$ cat src/inc/efi_defs.svh
`ifndef EFI_DEFS_SVH
`define EFI_DEFS_SVH

// ==========================================
// timing
`define EFI_CLK_HZ 20000000
`define EFI_SAMPLE_HZ 4000
`define EFI_SSI_MAX_HZ 500000
// least half period, rounded up to whole cycles
`define EFI_SSI_HALF_CYC ((`EFI_CLK_HZ + 2 * `EFI_SSI_MAX_HZ - 1) / (2 * `EFI_SSI_MAX_HZ))

// ==========================================
// serial word layout
`define EFI_SSI_BITS 25
`define EFI_SSI_REV_BITS 12
`define EFI_SSI_ANG_BITS 13
`define EFI_SSI_REV_MSB 24
`define EFI_SSI_REV_LSB 13
`define EFI_SSI_ANG_MSB 12

// ==========================================
// line count range
`define EFI_LINES_MIN 14'h0020
`define EFI_LINES_MAX 14'h2000

// ==========================================
// reset values
`define EFI_SSI_CLK_IDLE 1'b1
`define EFI_COUNT_RST 16'h0000

`endif

$ cat src/inc/efi_pkg.sv
`include "efi_defs.svh"

package efi_pkg;

    typedef enum logic [1:0] {SSI_IDLE, SSI_LOW, SSI_HIGH} efi_ssi_st_t;

    typedef struct packed {
        logic primed;
        logic [1:0] ab;
        logic r;
        logic [15:0] angle;
        logic [15:0] revs;
        logic err;
    } efi_quad_st_t;

    typedef struct packed {
        logic [5:0] sync1;
        logic [5:0] sync2;
        efi_ssi_st_t st;
        logic [15:0] tick_cnt;
        logic [7:0] half_cnt;
        logic [4:0] bit_cnt;
        logic [`EFI_SSI_BITS-1:0] shreg;
        logic [`EFI_SSI_BITS-1:0] ssi_word;
        logic ssi_clk;
        logic smp_valid;
        logic [15:0] pf_angle;
        logic [15:0] pf_revs;
        logic [15:0] cm_angle;
        logic [15:0] cm_revs;
    } efi_top_st_t;

    function automatic logic [`EFI_SSI_BITS-1:0] efi_gray2bin(input logic [`EFI_SSI_BITS-1:0] g);
        logic [`EFI_SSI_BITS-1:0] b;
        b = g;
        for (int i = `EFI_SSI_BITS - 2; i >= 0; i--) begin
            b[i] = b[i+1] ^ g[i];
        end
        return b;
    endfunction

endpackage

$ cat src/inc/efi_quad_if.sv
interface efi_quad_if;
    logic a;
    logic b;
    logic r;
    logic [13:0] lines;
    logic [15:0] angle;
    logic [15:0] revs;
    logic err;
    modport dec (input a, input b, input r, input lines, output angle, output revs, output err);
    modport user (output a, output b, output r, output lines, input angle, input revs, input err);
endinterface

$ cat src/logic/efi_quad.sv
`include "efi_defs.svh"

module efi_quad import efi_pkg::*; #(
    parameter bit HAS_REF = 1'b1
) (
    input wire logic sys_clk,
    input wire logic rst,
    efi_quad_if.dec qi
);

    efi_quad_st_t q;
    efi_quad_st_t d;
    logic [1:0] cur;
    logic [15:0] lim;
    logic up_ev;
    logic dn_ev;
    logic bad_ev;
    logic ref_ev;

    // ==========================================
    // decode
    always_comb begin
        cur = {qi.a, qi.b};
        lim = {qi.lines, 2'b00} - 16'h0001;
        up_ev = q.primed && ({q.ab, cur} inside {4'h2, 4'hB, 4'hD, 4'h4});
        dn_ev = q.primed && ({q.ab, cur} inside {4'h1, 4'h7, 4'hE, 4'h8});
        bad_ev = q.primed && ((q.ab ^ cur) == 2'h3);
        ref_ev = HAS_REF && qi.r && !q.r;
        d = q;
        d.primed = 1'b1;
        d.ab = cur;
        d.r = qi.r;
        d.err = bad_ev;
        if (up_ev) begin
            // wrap at four edges per line, one revolution
            if (q.angle >= lim) begin
                d.angle = `EFI_COUNT_RST;
                d.revs = q.revs + 16'h0001;
            end else begin
                d.angle = q.angle + 16'h0001;
            end
        end else if (dn_ev) begin
            if (q.angle == 16'h0000) begin
                d.angle = lim;
                d.revs = q.revs - 16'h0001;
            end else begin
                d.angle = q.angle - 16'h0001;
            end
        end
        if (ref_ev) begin
            d.angle = `EFI_COUNT_RST;
        end
    end

    always_ff @(posedge sys_clk or posedge rst) begin
        if (rst) begin
            q <= '0;
        end else begin
            q <= d;
        end
    end

    assign qi.angle = q.angle;
    assign qi.revs = q.revs;
    assign qi.err = q.err;
endmodule

$ cat src/logic/efi_top.sv
`include "efi_defs.svh"

// Operation
// - primary port runs either quadrature track mode or serial absolute mode
// - line count per revolution settable 32 to 8192; position scaled by it
// - serial mode reads Gray-coded multiturn word; device converts it to binary
// - serial word is 25 bits, msb first: 12 revolution bits, 13 angle bits
// - track and serial signals up to 500 kHz are followed without loss
// - position is sampled at 4 kHz in both modes
// - tracks A, B and reference R; serial mode uses clock and data pairs
// - with second encoder, primary position only feeds the position controller
// - with second encoder, its position drives commutation and speed loop
// - second encoder counted on two control inputs alongside primary port
// - second encoder uses plain A and B only, no reference evaluation
module efi_top import efi_pkg::*; #(
    parameter int SAMPLE_CYC = `EFI_CLK_HZ / `EFI_SAMPLE_HZ,
    parameter int SSI_HALF = `EFI_SSI_HALF_CYC
) (
    input wire logic sys_clk,
    input wire logic rst,
    input wire logic mode_ssi,
    input wire logic sec_enc_en,
    input wire logic [13:0] lines_per_rev,
    input wire logic [13:0] sec_lines_per_rev,
    input wire logic enc_a,
    input wire logic enc_b,
    input wire logic enc_r,
    input wire logic ssi_data,
    output logic ssi_clk,
    input wire logic ctrl_input_track_a,
    input wire logic ctrl_input_track_b,
    output logic sample_valid,
    output logic [15:0] pos_fb_angle,
    output logic [15:0] pos_fb_revs,
    output logic [15:0] cmt_angle,
    output logic [15:0] cmt_revs,
    output logic enc_err
);

    efi_top_st_t q;
    efi_top_st_t d;
    logic tick;
    logic last_half;
    logic [`EFI_SSI_BITS-1:0] ssi_bin;
    logic [15:0] src_angle;
    logic [15:0] src_revs;

    efi_quad_if prim_if ();
    efi_quad_if sec_if ();

    // ==========================================
    // line count clamp
    function automatic logic [13:0] clamp_lines(input logic [13:0] l);
        logic [13:0] c;
        c = l;
        if (l < `EFI_LINES_MIN) begin
            c = `EFI_LINES_MIN;
        end else if (l > `EFI_LINES_MAX) begin
            c = `EFI_LINES_MAX;
        end
        return c;
    endfunction

    // ==========================================
    // quadrature counters
    assign prim_if.a = q.sync2[5];
    assign prim_if.b = q.sync2[4];
    assign prim_if.r = q.sync2[3];
    assign prim_if.lines = clamp_lines(lines_per_rev);
    assign sec_if.a = q.sync2[1];
    assign sec_if.b = q.sync2[0];
    assign sec_if.r = 1'b0;
    assign sec_if.lines = clamp_lines(sec_lines_per_rev);

    efi_quad #(.HAS_REF(1'b1)) u_prim (
        .sys_clk(sys_clk),
        .rst(rst),
        .qi(prim_if)
    );

    // second counter runs whatever the primary mode is
    efi_quad #(.HAS_REF(1'b0)) u_sec (
        .sys_clk(sys_clk),
        .rst(rst),
        .qi(sec_if)
    );

    // ==========================================
    // sampling and serial master
    always_comb begin
        tick = (q.tick_cnt == 16'(SAMPLE_CYC - 1));
        last_half = (q.half_cnt == 8'(SSI_HALF - 1));
        ssi_bin = efi_gray2bin(q.ssi_word);
        if (mode_ssi) begin
            src_revs = {4'h0, ssi_bin[`EFI_SSI_REV_MSB:`EFI_SSI_REV_LSB]};
            src_angle = {3'h0, ssi_bin[`EFI_SSI_ANG_MSB:0]};
        end else begin
            src_revs = prim_if.revs;
            src_angle = prim_if.angle;
        end
        d = q;
        // sync1 feeds sync2 only, pins are asynchronous to sys_clk
        d.sync1 = {enc_a, enc_b, enc_r, ssi_data, ctrl_input_track_a, ctrl_input_track_b};
        d.sync2 = q.sync1;
        d.smp_valid = 1'b0;
        d.tick_cnt = tick ? 16'h0000 : q.tick_cnt + 16'h0001;
        if (tick) begin
            d.smp_valid = 1'b1;
            d.pf_angle = src_angle;
            d.pf_revs = src_revs;
            d.cm_angle = sec_enc_en ? sec_if.angle : src_angle;
            d.cm_revs = sec_enc_en ? sec_if.revs : src_revs;
        end
        case (q.st)
            SSI_IDLE: begin
                d.ssi_clk = `EFI_SSI_CLK_IDLE;
                if (tick && mode_ssi) begin
                    d.st = SSI_LOW;
                    d.ssi_clk = 1'b0;
                    d.half_cnt = 8'h00;
                    d.bit_cnt = 5'h00;
                end
            end
            SSI_LOW: begin
                d.half_cnt = q.half_cnt + 8'h01;
                if (last_half) begin
                    // data settled during the low half, taken at the rising edge
                    d.st = SSI_HIGH;
                    d.ssi_clk = 1'b1;
                    d.half_cnt = 8'h00;
                    d.shreg = {q.shreg[`EFI_SSI_BITS-2:0], q.sync2[2]};
                    d.bit_cnt = q.bit_cnt + 5'h01;
                end
            end
            SSI_HIGH: begin
                d.half_cnt = q.half_cnt + 8'h01;
                if (last_half) begin
                    d.half_cnt = 8'h00;
                    if (q.bit_cnt == 5'(`EFI_SSI_BITS)) begin
                        d.st = SSI_IDLE;
                        d.ssi_word = q.shreg;
                    end else begin
                        d.st = SSI_LOW;
                        d.ssi_clk = 1'b0;
                    end
                end
            end
            default: begin
                d.st = SSI_IDLE;
                d.ssi_clk = `EFI_SSI_CLK_IDLE;
            end
        endcase
    end

    always_ff @(posedge sys_clk or posedge rst) begin
        if (rst) begin
            q <= '0;
            q.ssi_clk <= `EFI_SSI_CLK_IDLE;
        end else begin
            q <= d;
        end
    end

    assign ssi_clk = q.ssi_clk;
    assign sample_valid = q.smp_valid;
    assign pos_fb_angle = q.pf_angle;
    assign pos_fb_revs = q.pf_revs;
    assign cmt_angle = q.cm_angle;
    assign cmt_revs = q.cm_revs;
    assign enc_err = prim_if.err | sec_if.err;

    // ==========================================
    // checks
    logic [7:0] lo_run;

    always_ff @(posedge sys_clk or posedge rst) begin
        if (rst) begin
            lo_run <= 8'h00;
        end else begin
            lo_run <= q.ssi_clk ? 8'h00 : lo_run + 8'h01;
        end
    end
endmodule

$ cat config.mk
export PLATFORM = sky130hd
export DESIGN_NAME = efi_top
export DESIGN_NICKNAME = d
export VERILOG_FILES = /design/src/inc/efi_pkg.sv /design/src/inc/efi_quad_if.sv /design/src/logic/efi_quad.sv /design/src/logic/efi_top.sv
export VERILOG_INCLUDE_DIRS = /design/src /design/src/inc
export SDC_FILE = /design/constraint.sdc
export NUM_CORES = 1
export LEC_CHECK = 0
export BUFFER_PORTS_ARGS = -buffer_cell sky130_fd_sc_hd__buf_2
export CAP_MARGIN = 20
export CORE_MARGIN = 2
export CORE_UTILIZATION = 48
export CTS_CLUSTER_DIAMETER = 80
export DETAILED_ROUTE_END_ITERATION = 10
export PLACE_DENSITY = 0.66
export SLEW_MARGIN = 15
export SYNTH_ARGS = -nofsm -noshare
export SYNTH_HDL_FRONTEND = slang
export SYNTH_SLANG_ARGS = --single-unit
$ cat constraint.sdc
create_clock -name sys_clk -period 8.8 [get_ports sys_clk]
set_input_delay 1.76 -clock sys_clk [delete_from_list [all_inputs] [get_ports sys_clk]]
set_output_delay 1.76 -clock sys_clk [all_outputs]
set_load 0.005 [all_outputs]
# Word level (Yosys, flattened, before mapping)
# Index checks and enable logic that the tools add are counted.
word_totals:
  mem_count: 0
  mem_bits_rw: 0
  rom_bits: 0
  out_inout_bits: 67
  elab_cells: 168
  input_bits: 38
  latch_bits: 0
  reg_bits: 231
classes:
  n_div: 0
  muxes: 38
  order_cmp: 6
  bitwise_logic: 27
  n_reduce_logical: 31
  addsub: 13
  eq_ne: 29
  mul: 0
  n_shift: 0
op_table:
  columns: ["cell", "count"]
  rows:
  - ["16-bit 2-to-1 mux", 14]
  - ["32-bit 2-to-1 mux", 4]
  - ["16-bit by 1-bit subtractor with 16-bit output (second input constant)", 6]
  - ["16-bit by 1-bit adder with 16-bit output (second input constant)", 5]
  - ["65-bit 2-to-1 mux", 1]
  - ["14-bit 2-to-1 mux", 4]
  - ["38-bit 2-to-1 mux", 1]
  - ["4-bit equality test (second input constant)", 8]
  - ["16-bit >= comparator", 2]
  - ["16-bit logical NOT", 2]
  - ["14-bit greater-than comparator (second input constant)", 2]
  - ["14-bit by 6-bit < comparator with 1-bit output (second input constant)", 2]
  - ["8-bit one-hot mux with 3 select lines", 1]
  - ["1-bit XOR", 24]
  - ["3-bit AND reduction", 6]
  - ["16-bit by 13-bit equality test with 1-bit output (second input constant)", 1]
  - ["4-bit by 3-bit equality test with 1-bit output (second input constant)", 4]
  - ["4-bit nonzero test", 4]
  - ["13-bit 2-to-1 mux", 1]
  - ["2-bit != test (second input constant)", 6]
  - ["5-bit one-hot mux with 2 select lines", 1]
  - ["2-bit nonzero test", 5]
  - ["8-bit by 1-bit adder with 8-bit output (second input constant)", 1]
  - ["4-bit by 1-bit equality test with 1-bit output (second input constant)", 2]
  - ["other kinds (18)", 37]

# Logic depth before layout (Yosys ltp)
# Gate-level depths: netlist (run 1).
depth:
  depth_word: 27
  mapped_depth: 26

# Cells and area by module
# Synthesis (run 1) repeated with hierarchy kept, for this count alone.
unflattened:
  hier_cells: 1696
  area_unflattened_um2: 16050.4
modules_own_cells:
  columns: ["module", "area_each_um2", "cells_each", "instances", "seq_area_each_um2"]
  rows:
  - ["efi_top", 8325.5, 822, 1, 3980.1]
  - ["efi_quad (u_prim)", 4002.6, 447, 1, 925.9]
  - ["efi_quad (u_sec)", 3722.3, 427, 1, 900.9]

# Least setup slack after synthesis (run 1)
# No wires, ideal clock.
synth_path:
  kind: "input-to-reg"
  from: "input port lines_per_rev[6]"
  to: "register u_prim.q, in the netlist u_prim.qi.revs[1]"
  n_path_buf: 1
  cell_stages: 24
  setup_slack_ns: 1.944
  required_time_ns: 8.675
  setup_ns: 0.125
  t_arrival_ns: 6.731
  path_cell_list: "nor4_1 > nand2b_1 > nor3_1 > a21oi_1 > a31o_2 > nand2_1 > ha_1 > ha_1 > a21o_1 > a21o_1 > a21o_1 > a21o_1 > a21o_1 > a21o_1 > a21o_1 > a21o_1 > a21o_1 > a21oi_1 > o21ai_0 > a21oi_1 > o22ai_1 > nand2_1 > clkbuf_1 > mux2_2"
synth_between:
  elab_chain_cells: 7
  word_cells_on_any_way: 8
synth_lines:
  columns: ["element", "line_no", "source"]
  rows:
  - ["start, declared", "efi_top.sv:23", "input wire logic [13:0] lines_per_rev,"]
  - ["14-bit greater-than comparator (no line)", null, null]
  - ["14-bit 2-to-1 mux", "efi_top.sv:58", "end else if (l > `EFI_LINES_MAX) begin"]
  - ["14-bit 2-to-1 mux *", "efi_top.sv:56", "if (l < `EFI_LINES_MIN) begin"]
  - ["16-bit by 1-bit subtractor with 16-bit output *", "efi_quad.sv:24", "lim = {qi.lines, 2'b00} - 16'h0001;"]
  - ["16-bit >= comparator *", "efi_quad.sv:36", "if (q.angle >= lim) begin"]
  - ["2-bit != test (no line) *", null, null]
  - ["3-bit AND reduction (no line) *", null, null]
  - ["end signal, assigned", "efi_quad.sv:57", "q <= '0;"]
  - ["end signal, assigned", "efi_quad.sv:59", "q <= d;"]
  - ["end, declared", "efi_quad.sv:11", "efi_quad_st_t q;"]
# Mark *: on every way between the ends. The rest lies on a longest branch, timed or not.
# A chain may end at the register's enable or synchronous reset.

# Worst setup path after layout (run 1)
layout_path:
  from: "input port lines_per_rev[6]"
  to: "register u_prim.q, in the netlist u_prim.qi.revs[14]"
# Same word-level chain as after synthesis.

==> results of run 1 <==
==> kinds of logic (layout without fill, tap and decap cells) <==
logic type	count (synthesis)	after routing	share of synthesized area, %
other	1	3	0.0269
buffers and inverters	175	202	6.44
DFF	231	231	41.5
and+or+nand+nor	458	458	15.1
AOI/OAI and AO/OA	383	383	16.3
xor gates and xnor gates	106	106	7.53
adders and majority gates	74	74	6.75
muxes	80	80	6.35
==> power by group through the flow <==
stage | clock [mW] | combinational (mW) | sequential [mW]
5_1_grt | 1.26 | 1.52 | 1.45
2_1_floorplan | 0 | 1.14 | 1.31
4_1_cts | 1.23 | 1.33 | 1.42
6_report | 1.20 | 1.34 | 1.43
3_5_place_dp | 0 | 1.32 | 1.44
3_3_place_gp | 0 | 1.29 | 1.44
==> layout make-up <==
type | count | area, µm²
Inverter | 42 | 165
Fill cell | 2594 | 13400
Clock buffer | 30 | 686
Tap cell | 384 | 480
Sequential cell | 231 | 5780
Multi-Input combinational cell | 1104 | 7290
Clock inverter | 18 | 269
Timing Repair Buffer | 112 | 581
==> layer usage <==
| metal | share of wire [%] | track usage, % | vias to the layer above |
|---|---|---|---|
| li1 | - | - | 5247 |
| met1 | 46 | 30.0 | 5110 |
| met2 | 46 | 34.4 | 240 |
| met3 | 4.8 | 2.65 | 53 |
| met4 | 2.5 | 6.34 | 0 |
| met5 | 0 | 0 | - |
==> worst max-delay path by stage <==
| stage | start | to | slack, ns |
|---|---|---|---|
| 2_1_floorplan | rst | cmt_angle[0] | 0.71 |
| 3_3_place_gp | lines_per_rev[6] | u_prim.qi.revs[5] | 1.39 |
| 3_5_place_dp | lines_per_rev[6] | u_prim.qi.revs[14] | 1.18 |
| 4_1_cts | lines_per_rev[6] | u_prim.qi.revs[14] | 1.69 |
| 5_1_grt | lines_per_rev[6] | u_prim.qi.revs[14] | 1.10 |
| 6_report | lines_per_rev[6] | u_prim.qi.revs[14] | 1.68 |
==> worst register-to-register path: stages (launching register included) <==
cell and delay (ns):
dfrtp_1 0.42, xor2_1 0.21, nor2_1 0.10, and2_1 0.64, inv_1 0.09, buf_4 0.30, ha_1 0.35, a21o_1 0.18
a21oi_1 0.22, o21bai_1 0.11, a21oi_1 0.25, o21bai_1 0.09, a21oi_1 0.24, o21bai_1 0.09, a21oi_1 0.23, o21bai_1 0.10
a21oi_1 0.24, o21bai_1 0.11, a21oi_1 0.25, o21bai_1 0.12, mux2i_1 0.16, nand4_1 0.12, xnor2_1 0.15
==> cells in the mapped netlist, types with 3 or more instances <==
master,n
o21bai_1,19
buf_1,5
a31oi_1,17
and2_1,8
o221ai_1,6
a211oi_1,6
xor2_1,37
buf_4,64
dfrtp_1,230
nor3b_1,12
a21boi_0,3
nand3_1,26
xnor2_2,4
a21o_1,23
inv_1,41
a22o_1,12
nor2b_1,6
mux2_2,68
or2_2,3
nor4_1,7
xnor2_1,59
a221o_1,3
nor3_1,31
nor2_1,134
a21oi_1,119
o22ai_1,13
nand2b_1,8
nand2_1,157
mux2i_1,12
and3_1,30
a211o_1,3
o31ai_1,5
o21a_1,6
o21ai_0,126
nand4_1,12
or4_1,6
ha_1,72
clkbuf_1,63
or3_1,10
==> flip-flops by register name, summed over array words and instances, names as in the netlist, 3 cells and up <==
signal and flops:
q 84, cmt_angle 16, cmt_revs 16, pos_fb_angle 16, pos_fb_revs 16, u_prim.qi.angle 16, u_prim.qi.revs 16, u_sec.qi.angle 16
u_sec.qi.revs 16, d 6, u_prim.q 3, u_sec.q 3
==> impl_results.rst, run 1 <==
.. list-table::
   :header-rows: 1

   * - Metric
     - Value
   * - Unrepaired setup endpoints after global routing
     - no
   * - Number of cells in the finished layout apart from fillers
     - roughly 1900
   * - Switching pwr
     - around 1.4 mW
   * - Logic depth of the worst path, buffers included
     - 24
   * - Cell repeated most along the worst path
     - a21o_1
   * - Global placer's final weighted congestion
     - just over 0.9
   * - Post-synth ARST share
     - 100%
   * - Crit path setup slack, layout
     - 1.68 ns
   * - Netlist cell types
     - between 60 and 70
   * - CP arrival
     - around 7.5 ns
   * - Combinational share of power
     - 33.7%
   * - Max stage delay on crit path
     - roughly 0.67 ns
   * - Yosys warning total
     - 0
   * - Via-per-instance ratio
     - 5.54
   * - Max-slew violation count
     - 0
   * - Fin crit period
     - 7.12 ns
   * - Endpoint of the worst hold-timing path
     - prim_if.b
   * - Placed Area
     - between 10000 and 15000 µm²
   * - Highest-count cells in the layout ignoring fill and taps
     - 230 x dfrtp_1, 157 x nand2_1, 134 x nor2_1
   * - Critical path startpoint category
     - input pin
   * - Highest achievable clock rate
     - roughly 140 MHz
   * - Placed Instances
     - 1873
   * - Fin crit share
     - roughly four fifths
   * - Share of the synthesized area in the top cell type
     - 41.3%
   * - Clock sink total
     - about 230
   * - Tightest hold margin
     - 0.348 ns
   * - Antenna violations before repair
     - 0
   * - Number of post-CTS setup repair buffers
     - 0
   * - Worst path top cell family by delay
     - compound AO/OA/AOI/OAI gates
   * - Post-route design area
     - 15300 µm²
   * - Height of the chip
     - 174 µm
   * - Launching point of the worst reg2reg path
     - prim_if.b
   * - Half-perimeter wire length after detailed placement
     - around 23000 µm
   * - Proportion of total power due to net switching
     - 36.1%
   * - Number of enable flip-flop cells after synthesis
     - 0
   * - Most common cell after layout, fill and taps aside
     - dfrtp_1
   * - Number of cells upsized or downsized after cts
     - 0
   * - Final Total Pwr
     - 3.97 mW
   * - Reported leakage power
     - just over 7 nW
   * - Largest voltage drop on the vdd net
     - 0.000146 V
   * - Transition time at the pin with the least slew margin
     - 1.11 ns
   * - Total power density per cell area
     - 260 nW/µm²
   * - Total grt overflow
     - 0
   * - Total global routing track utilization
     - between 20% and 30%
   * - Number of global-route vias before repair
     - 10470
   * - Synthesized instance count
     - 1508
   * - Clock edge transition at the registers on the reported setup and hold paths
     - 0.07 ns
   * - Initial standard-cell utilization of the core
     - 48.7%
   * - Post-Syn Area per Cell
     - just over 9 µm²
   * - Die Footprint
     - 30400 µm²
   * - Number of nets at the end of the flow
     - ~1600
   * - Setup Crit Path Kind
     - in -> reg
   * - Number of synthesized register bits
     - 231
   * - Origin of the worst min-delay path
     - d[151]
   * - Maximum net fanout on the critical path
     - 15
   * - Internal power component
     - around 2.5 mW
   * - Post-placement worst setup slack
     - between 1 and 1.5 ns
   * - Core area
     - 28600 µm²
   * - Number of rows in the core area
     - between 60 and 70
   * - Post-Synthesis Cell Area
     - 13900 µm²
   * - Power share of the clock group
     - a little under a third
   * - Number of H-tree levels
     - 1
   * - Main synth FF type
     - dfrtp_1
   * - Post-Route Utilization
     - 53.3%
   * - Maximum number of pins on one net before global-route repair
     - about 120
   * - Number of hold violations in the final report
     - 0
   * - Ordered list of cells on the worst path
     - buf_2 > nor4_1 > nand2b_1 > nor3_1 > a21oi_1 > a31o_2 > nand2_1 > ha_1 > xor2_1 > ha_1 > a21o_1 > a21o_1 > a21o_1 > a21o_1 > a21o_1 > a21o_1 > a21o_1 > a21o_1 > a21oi_1 > o21ai_0 > a21oi_1 > o22ai_1 > nand2_1 > mux2_2
   * - Die extent in x
     - 174 µm
   * - WHS Path Cells
     - 0
   * - Setup TNS
     - 0 ns
   * - Relative contribution of sequential cells to total power
     - 36.0%
   * - Detail-routed net length per standard cell
     - between 15 and 20 µm
   * - Number of cells on the worst reg-to-reg path
     - 22
   * - Inserted Clock Buffers
     - 26
   * - Clock latency of the later-clocked register in the worst-skew pair
     - about 0.55 ns
   * - Critical path data required time
     - 9.22 ns
   * - First-pass GRT wire length
     - roughly 53000 µm
   * - Outcome
     - completed
   * - Area growth from synthesis to final layout
     - 9.38%
   * - Reg2reg setup slack
     - 3.96 ns
   * - Port bufs
     - 104
   * - CP max-delay cell
     - nor3_1
   * - Worst setup EP type
     - register
   * - Root buffer selected by CTS
     - clkbuf_16
   * - Post-Route Skew
     - 0.0208 ns
   * - Hold WC Path Type
     - reg -> reg
   * - Total of hold buffers inserted after clock tree synthesis
     - 0
   * - DRC violation count after routing
     - 0
   * - Endpoint of the worst-slack reg-to-reg timing path
     - u_prim.qi.revs[15]
   * - Ratio of cells with drive above 1 in the final layout
     - 16.1%
   * - TritonCTS clock tree
     - built
   * - Vias after detailed routing
     - 10650
   * - Number of placed I/O pins
     - approximately 110
   * - Top cells by area in the synthesized netlist
     - dfrtp_1 41%, ha_1 6.5%, mux2_2 5.5%
   * - Slew Limit Headroom
     - 25.1%
   * - Antenna Nets Post-Route
     - 0
   * - Ant diodes
     - 0
   * - Number of detailed-route iterations in the first pass
     - 4
   * - Final setup vio count
     - 0
   * - Reported max-cap violation count
     - 0
   * - Clock tree buffer depth
     - 3
   * - First-iteration detailed-routing DRC count
     - 682
   * - Biggest area consumer among synthesized cells
     - dfrtp_1
   * - Post-synthesis sequential area ratio
     - 41.5%
   * - Routed WL
     - 32300 µm
   * - CP Buf/Inv Count
     - 1
Note: power is estimated with default switching activity, not from simulation.
==> run 2: changes to the inputs <==
- clock period: 8.8 -> 7 ns (I/O delays scaled with it)
==> run 2 against run 1 <==
  * Clock power up 26%
  * Via count up 1.6%
  * Sequential share of layout area down 0.068 points
  * First-iteration DRC count up 1.5%
  * Global-route usage about the same
  * Die area unchanged
  * Non-clock buffer count up 2
  * Cell count about the same
  * Register-to-register slack worse by 1.7 ns
  * Sequential cell count unchanged
  * Clock-buffer cell count up 5
  * Critical path type unchanged
  * Critical endpoint is now u_prim.qi.angle[3]
==> impl_results.rst, run 2 (same netlist as run 1, synthesis figures left out) <==
.. list-table::
   :header-rows: 1

   * - Metric
     - Value
   * - Hold WC Path Type
     - reg -> reg
   * - Total global routing track utilization
     - 21.2% (about the same)
   * - Antenna Nets Post-Route
     - 0 (unchanged)
   * - Number of nets at the end of the flow
     - 1631 (+0.12%)
   * - Initial standard-cell utilization of the core
     - 48.7% (unchanged)
   * - Root buffer selected by CTS
     - clkbuf_16
   * - Height of the chip
     - 174 µm (unchanged)
   * - TritonCTS clock tree
     - built
   * - Reported max-cap violation count
     - 0 (unchanged)
   * - Port bufs
     - 104 (unchanged)
   * - Clock edge transition at the registers on the reported setup and hold paths
     - 0.06 ns (about the same)
   * - Launching point of the worst reg2reg path
     - q[90]
   * - Number of placed I/O pins
     - 105 (unchanged)
   * - Via-per-instance ratio
     - 5.63 (+1.5%)
   * - Endpoint of the worst hold-timing path
     - q[148]
   * - CP arrival
     - 6.52 ns (-1.02 ns)
   * - Vias after detailed routing
     - 10818 (+1.6%)
   * - Final setup vio count
     - 0 (unchanged)
   * - Routed WL
     - 32200 µm (-0.30%)
   * - Flip-flop count of the largest register after layout
     - 84 (unchanged)
   * - Highest achievable clock rate
     - around 160 MHz
   * - Inserted Clock Buffers
     - 26 (unchanged)
   * - Slew Limit Headroom
     - 28.9% (+3.8 points)
   * - Origin of the worst min-delay path
     - d[148]
   * - Ratio of cells with drive above 1 in the final layout
     - 15.9% (-0.14 points)
   * - Core area
     - 28600 µm² (unchanged)
   * - Die extent in x
     - 174 µm (unchanged)
   * - Post-placement worst setup slack
     - 0.451 ns (-0.729 ns)
   * - Most common cell after layout, fill and taps aside
     - dfrtp_1
   * - Number of cells upsized or downsized after cts
     - 0 (unchanged)
   * - Number of post-CTS setup repair buffers
     - 0 (unchanged)
   * - Unrepaired setup endpoints after global routing
     - no
   * - Clock latency of the later-clocked register in the worst-skew pair
     - 0.53 ns (-0.02 ns)
   * - Crit path from
     - lines_per_rev[6]
   * - Reg2reg setup slack
     - 2.25 ns (-1.71 ns)
   * - Fin crit period
     - 6.09 ns
   * - WHS Path Cells
     - 0 (unchanged)
   * - First-iteration detailed-routing DRC count
     - 692 (+1.5%)
   * - Area growth from synthesis to final layout
     - 9.58%
   * - Number of cells on the worst reg-to-reg path
     - 16 (-27%)
   * - Total of hold buffers inserted after clock tree synthesis
     - 0 (unchanged)
   * - Fin crit share
     - approximately 87%
   * - Maximum number of pins on one net before global-route repair
     - 181 (+55%)
   * - Detail-routed net length per standard cell
     - 16.7 µm (-0.35%)
   * - Half-perimeter wire length after detailed placement
     - 22600 µm (+0.34%)
   * - First-pass GRT wire length
     - 53500 µm (+0.14%)
   * - Outcome
     - completed
   * - Reported leakage power
     - 7.20 nW (+0.19%)
   * - Number of detailed-route iterations in the first pass
     - 7 (+3)
   * - Number of H-tree levels
     - 1 (unchanged)
   * - Post-Route Skew
     - 0.0139 ns (-0.00693 ns)
   * - Setup Crit Path Kind
     - in -> reg
   * - Crit path setup slack, layout
     - 0.914 ns (-0.771 ns)
   * - Endpoint of the worst-slack reg-to-reg timing path
     - cmt_angle[0]
   * - Ant diodes
     - 0 (unchanged)
   * - Area occupied by registers
     - 5780 µm² (unchanged)
   * - Total power density per cell area
     - 326 nW/µm² (+25%)
   * - DRC violation count after routing
     - 0 (unchanged)
   * - Setup TNS
     - 0 ns (unchanged)
   * - Number of rows in the core area
     - 62 (unchanged)
   * - Largest voltage drop on the vdd net
     - 0.000211 V (+45%)
   * - Largest reg by FF count
     - q
   * - Critical path startpoint category
     - input pin
   * - Critical path data required time
     - 7.44 ns (-1.78 ns)
   * - Fill cell count
     - 2584 (-0.39%)
   * - Combined area of the multi-input logic cells
     - 7290 µm² (unchanged)
   * - Clock sink total
     - 231 (unchanged)
   * - Highest-count cells in the layout ignoring fill and taps
     - 230 x dfrtp_1, 157 x nand2_1, 134 x nor2_1
   * - Maximum net fanout on the critical path
     - 17 (+2)
   * - Number of hold violations in the final report
     - 0 (unchanged)
   * - Global placer's final weighted congestion
     - 0.888 (-3.8%)
   * - Antenna violations before repair
     - 0 (unchanged)
   * - Max-slew violation count
     - 0 (unchanged)
   * - Total grt overflow
     - 0 (unchanged)
   * - Die Footprint
     - 30400 µm² (unchanged)
   * - Transition time at the pin with the least slew margin
     - 1.07 ns (-0.0471 ns)
   * - Clock tree buffer depth
     - 3 (unchanged)
   * - Number of global-route vias before repair
     - 10640 (+1.6%)
   * - Worst setup EP type
     - register
run 2: changes by cell type in the layout (fill, tap and decap cells not counted), sizes merged:
cell,change
buf,+2
clkbuf,+5
clkinv,-3
clkinvlp,-1
inv,-2
run 2: worst max path at each step:
stage / end / slack [ns] / depth (start not counted)
finish: u_prim.qi.angle[3] / 0.91 / 25
global route: u_prim.qi.angle[3] / 0.34 / 25
CTS: u_prim.qi.angle[3] / 0.97 / 25
detailed placement: u_prim.qi.angle[3] / 0.45 / 25
global placement: u_prim.qi.revs[7] / 0.55 / 26
floorplan: u_prim.qi.revs[1] / 0.50 / 24
run 2: power breakdown:
group | leakage (nW) | switching, mW | internal [mW] | total [mW]
clock network | 0.461 | 0.551 | 0.955 | 1.51
registers | 2.74 | 0.294 | 1.50 | 1.80
logic | 4.00 | 0.918 | 0.763 | 1.68
total | 7.20 | 1.76 | 3.22 | 4.98
run 2: critical path: stages:
cell and delay (ns):
buf_2 0.12, nor4_1 0.47, nand2b_1 0.19, nor3_1 0.17, buf_4 0.18, a21oi_1 0.07
a31o_2 0.26, nand2_1 0.09, ha_1 0.25, xor2_1 0.20, ha_1 0.26, a21o_1 0.16
a21o_1 0.17, a21o_1 0.18, a21o_1 0.19, a21o_1 0.18, a21o_1 0.16, a21o_1 0.17
a21o_1 0.17, a21oi_1 0.14, o21ai_0 0.08, a21oi_1 0.30, o21a_1 0.58, a31oi_1 0.15
o21ai_0 0.20
run 2: final cells by class:
class	instances	share of cell area [%]
repair buffers	114	4.03
clock buffers	35	4.81
inverters	42	1.06
multi-input cells	1104	47.7
clock inverters	12	1.41
flip-flops and latches	231	37.8
well taps	384	3.14
run 2: stage by stage:
stage / power [mW] / std cells / hold WS, ns / utilization [%] / cell area, µm²
3_5_place_dp: 3.47 / 1874 / 0.336 / 50.0 / 14300
3_3_place_gp: 3.42 / 1874 / 0.335 / 50.0 / 14300
6_report: 4.98 / 1922 / 0.350 / 53.4 / 15300
5_1_grt: 5.34 / 1922 / 0.355 / 53.4 / 15300
2_1_floorplan: 3.09 / 1510 / 0.331 / - / 14000
4_1_cts: 5.00 / 1921 / 0.351 / 53.3 / 15300
run 2: layer usage:
layer | global-route usage (%) | part of all wire [%]
met5 | 0 | 0
met2 | 34.2 | 46
met4 | 6.72 | 2.4
met1 | 29.6 | 46
met3 | 3.13 | 5.7
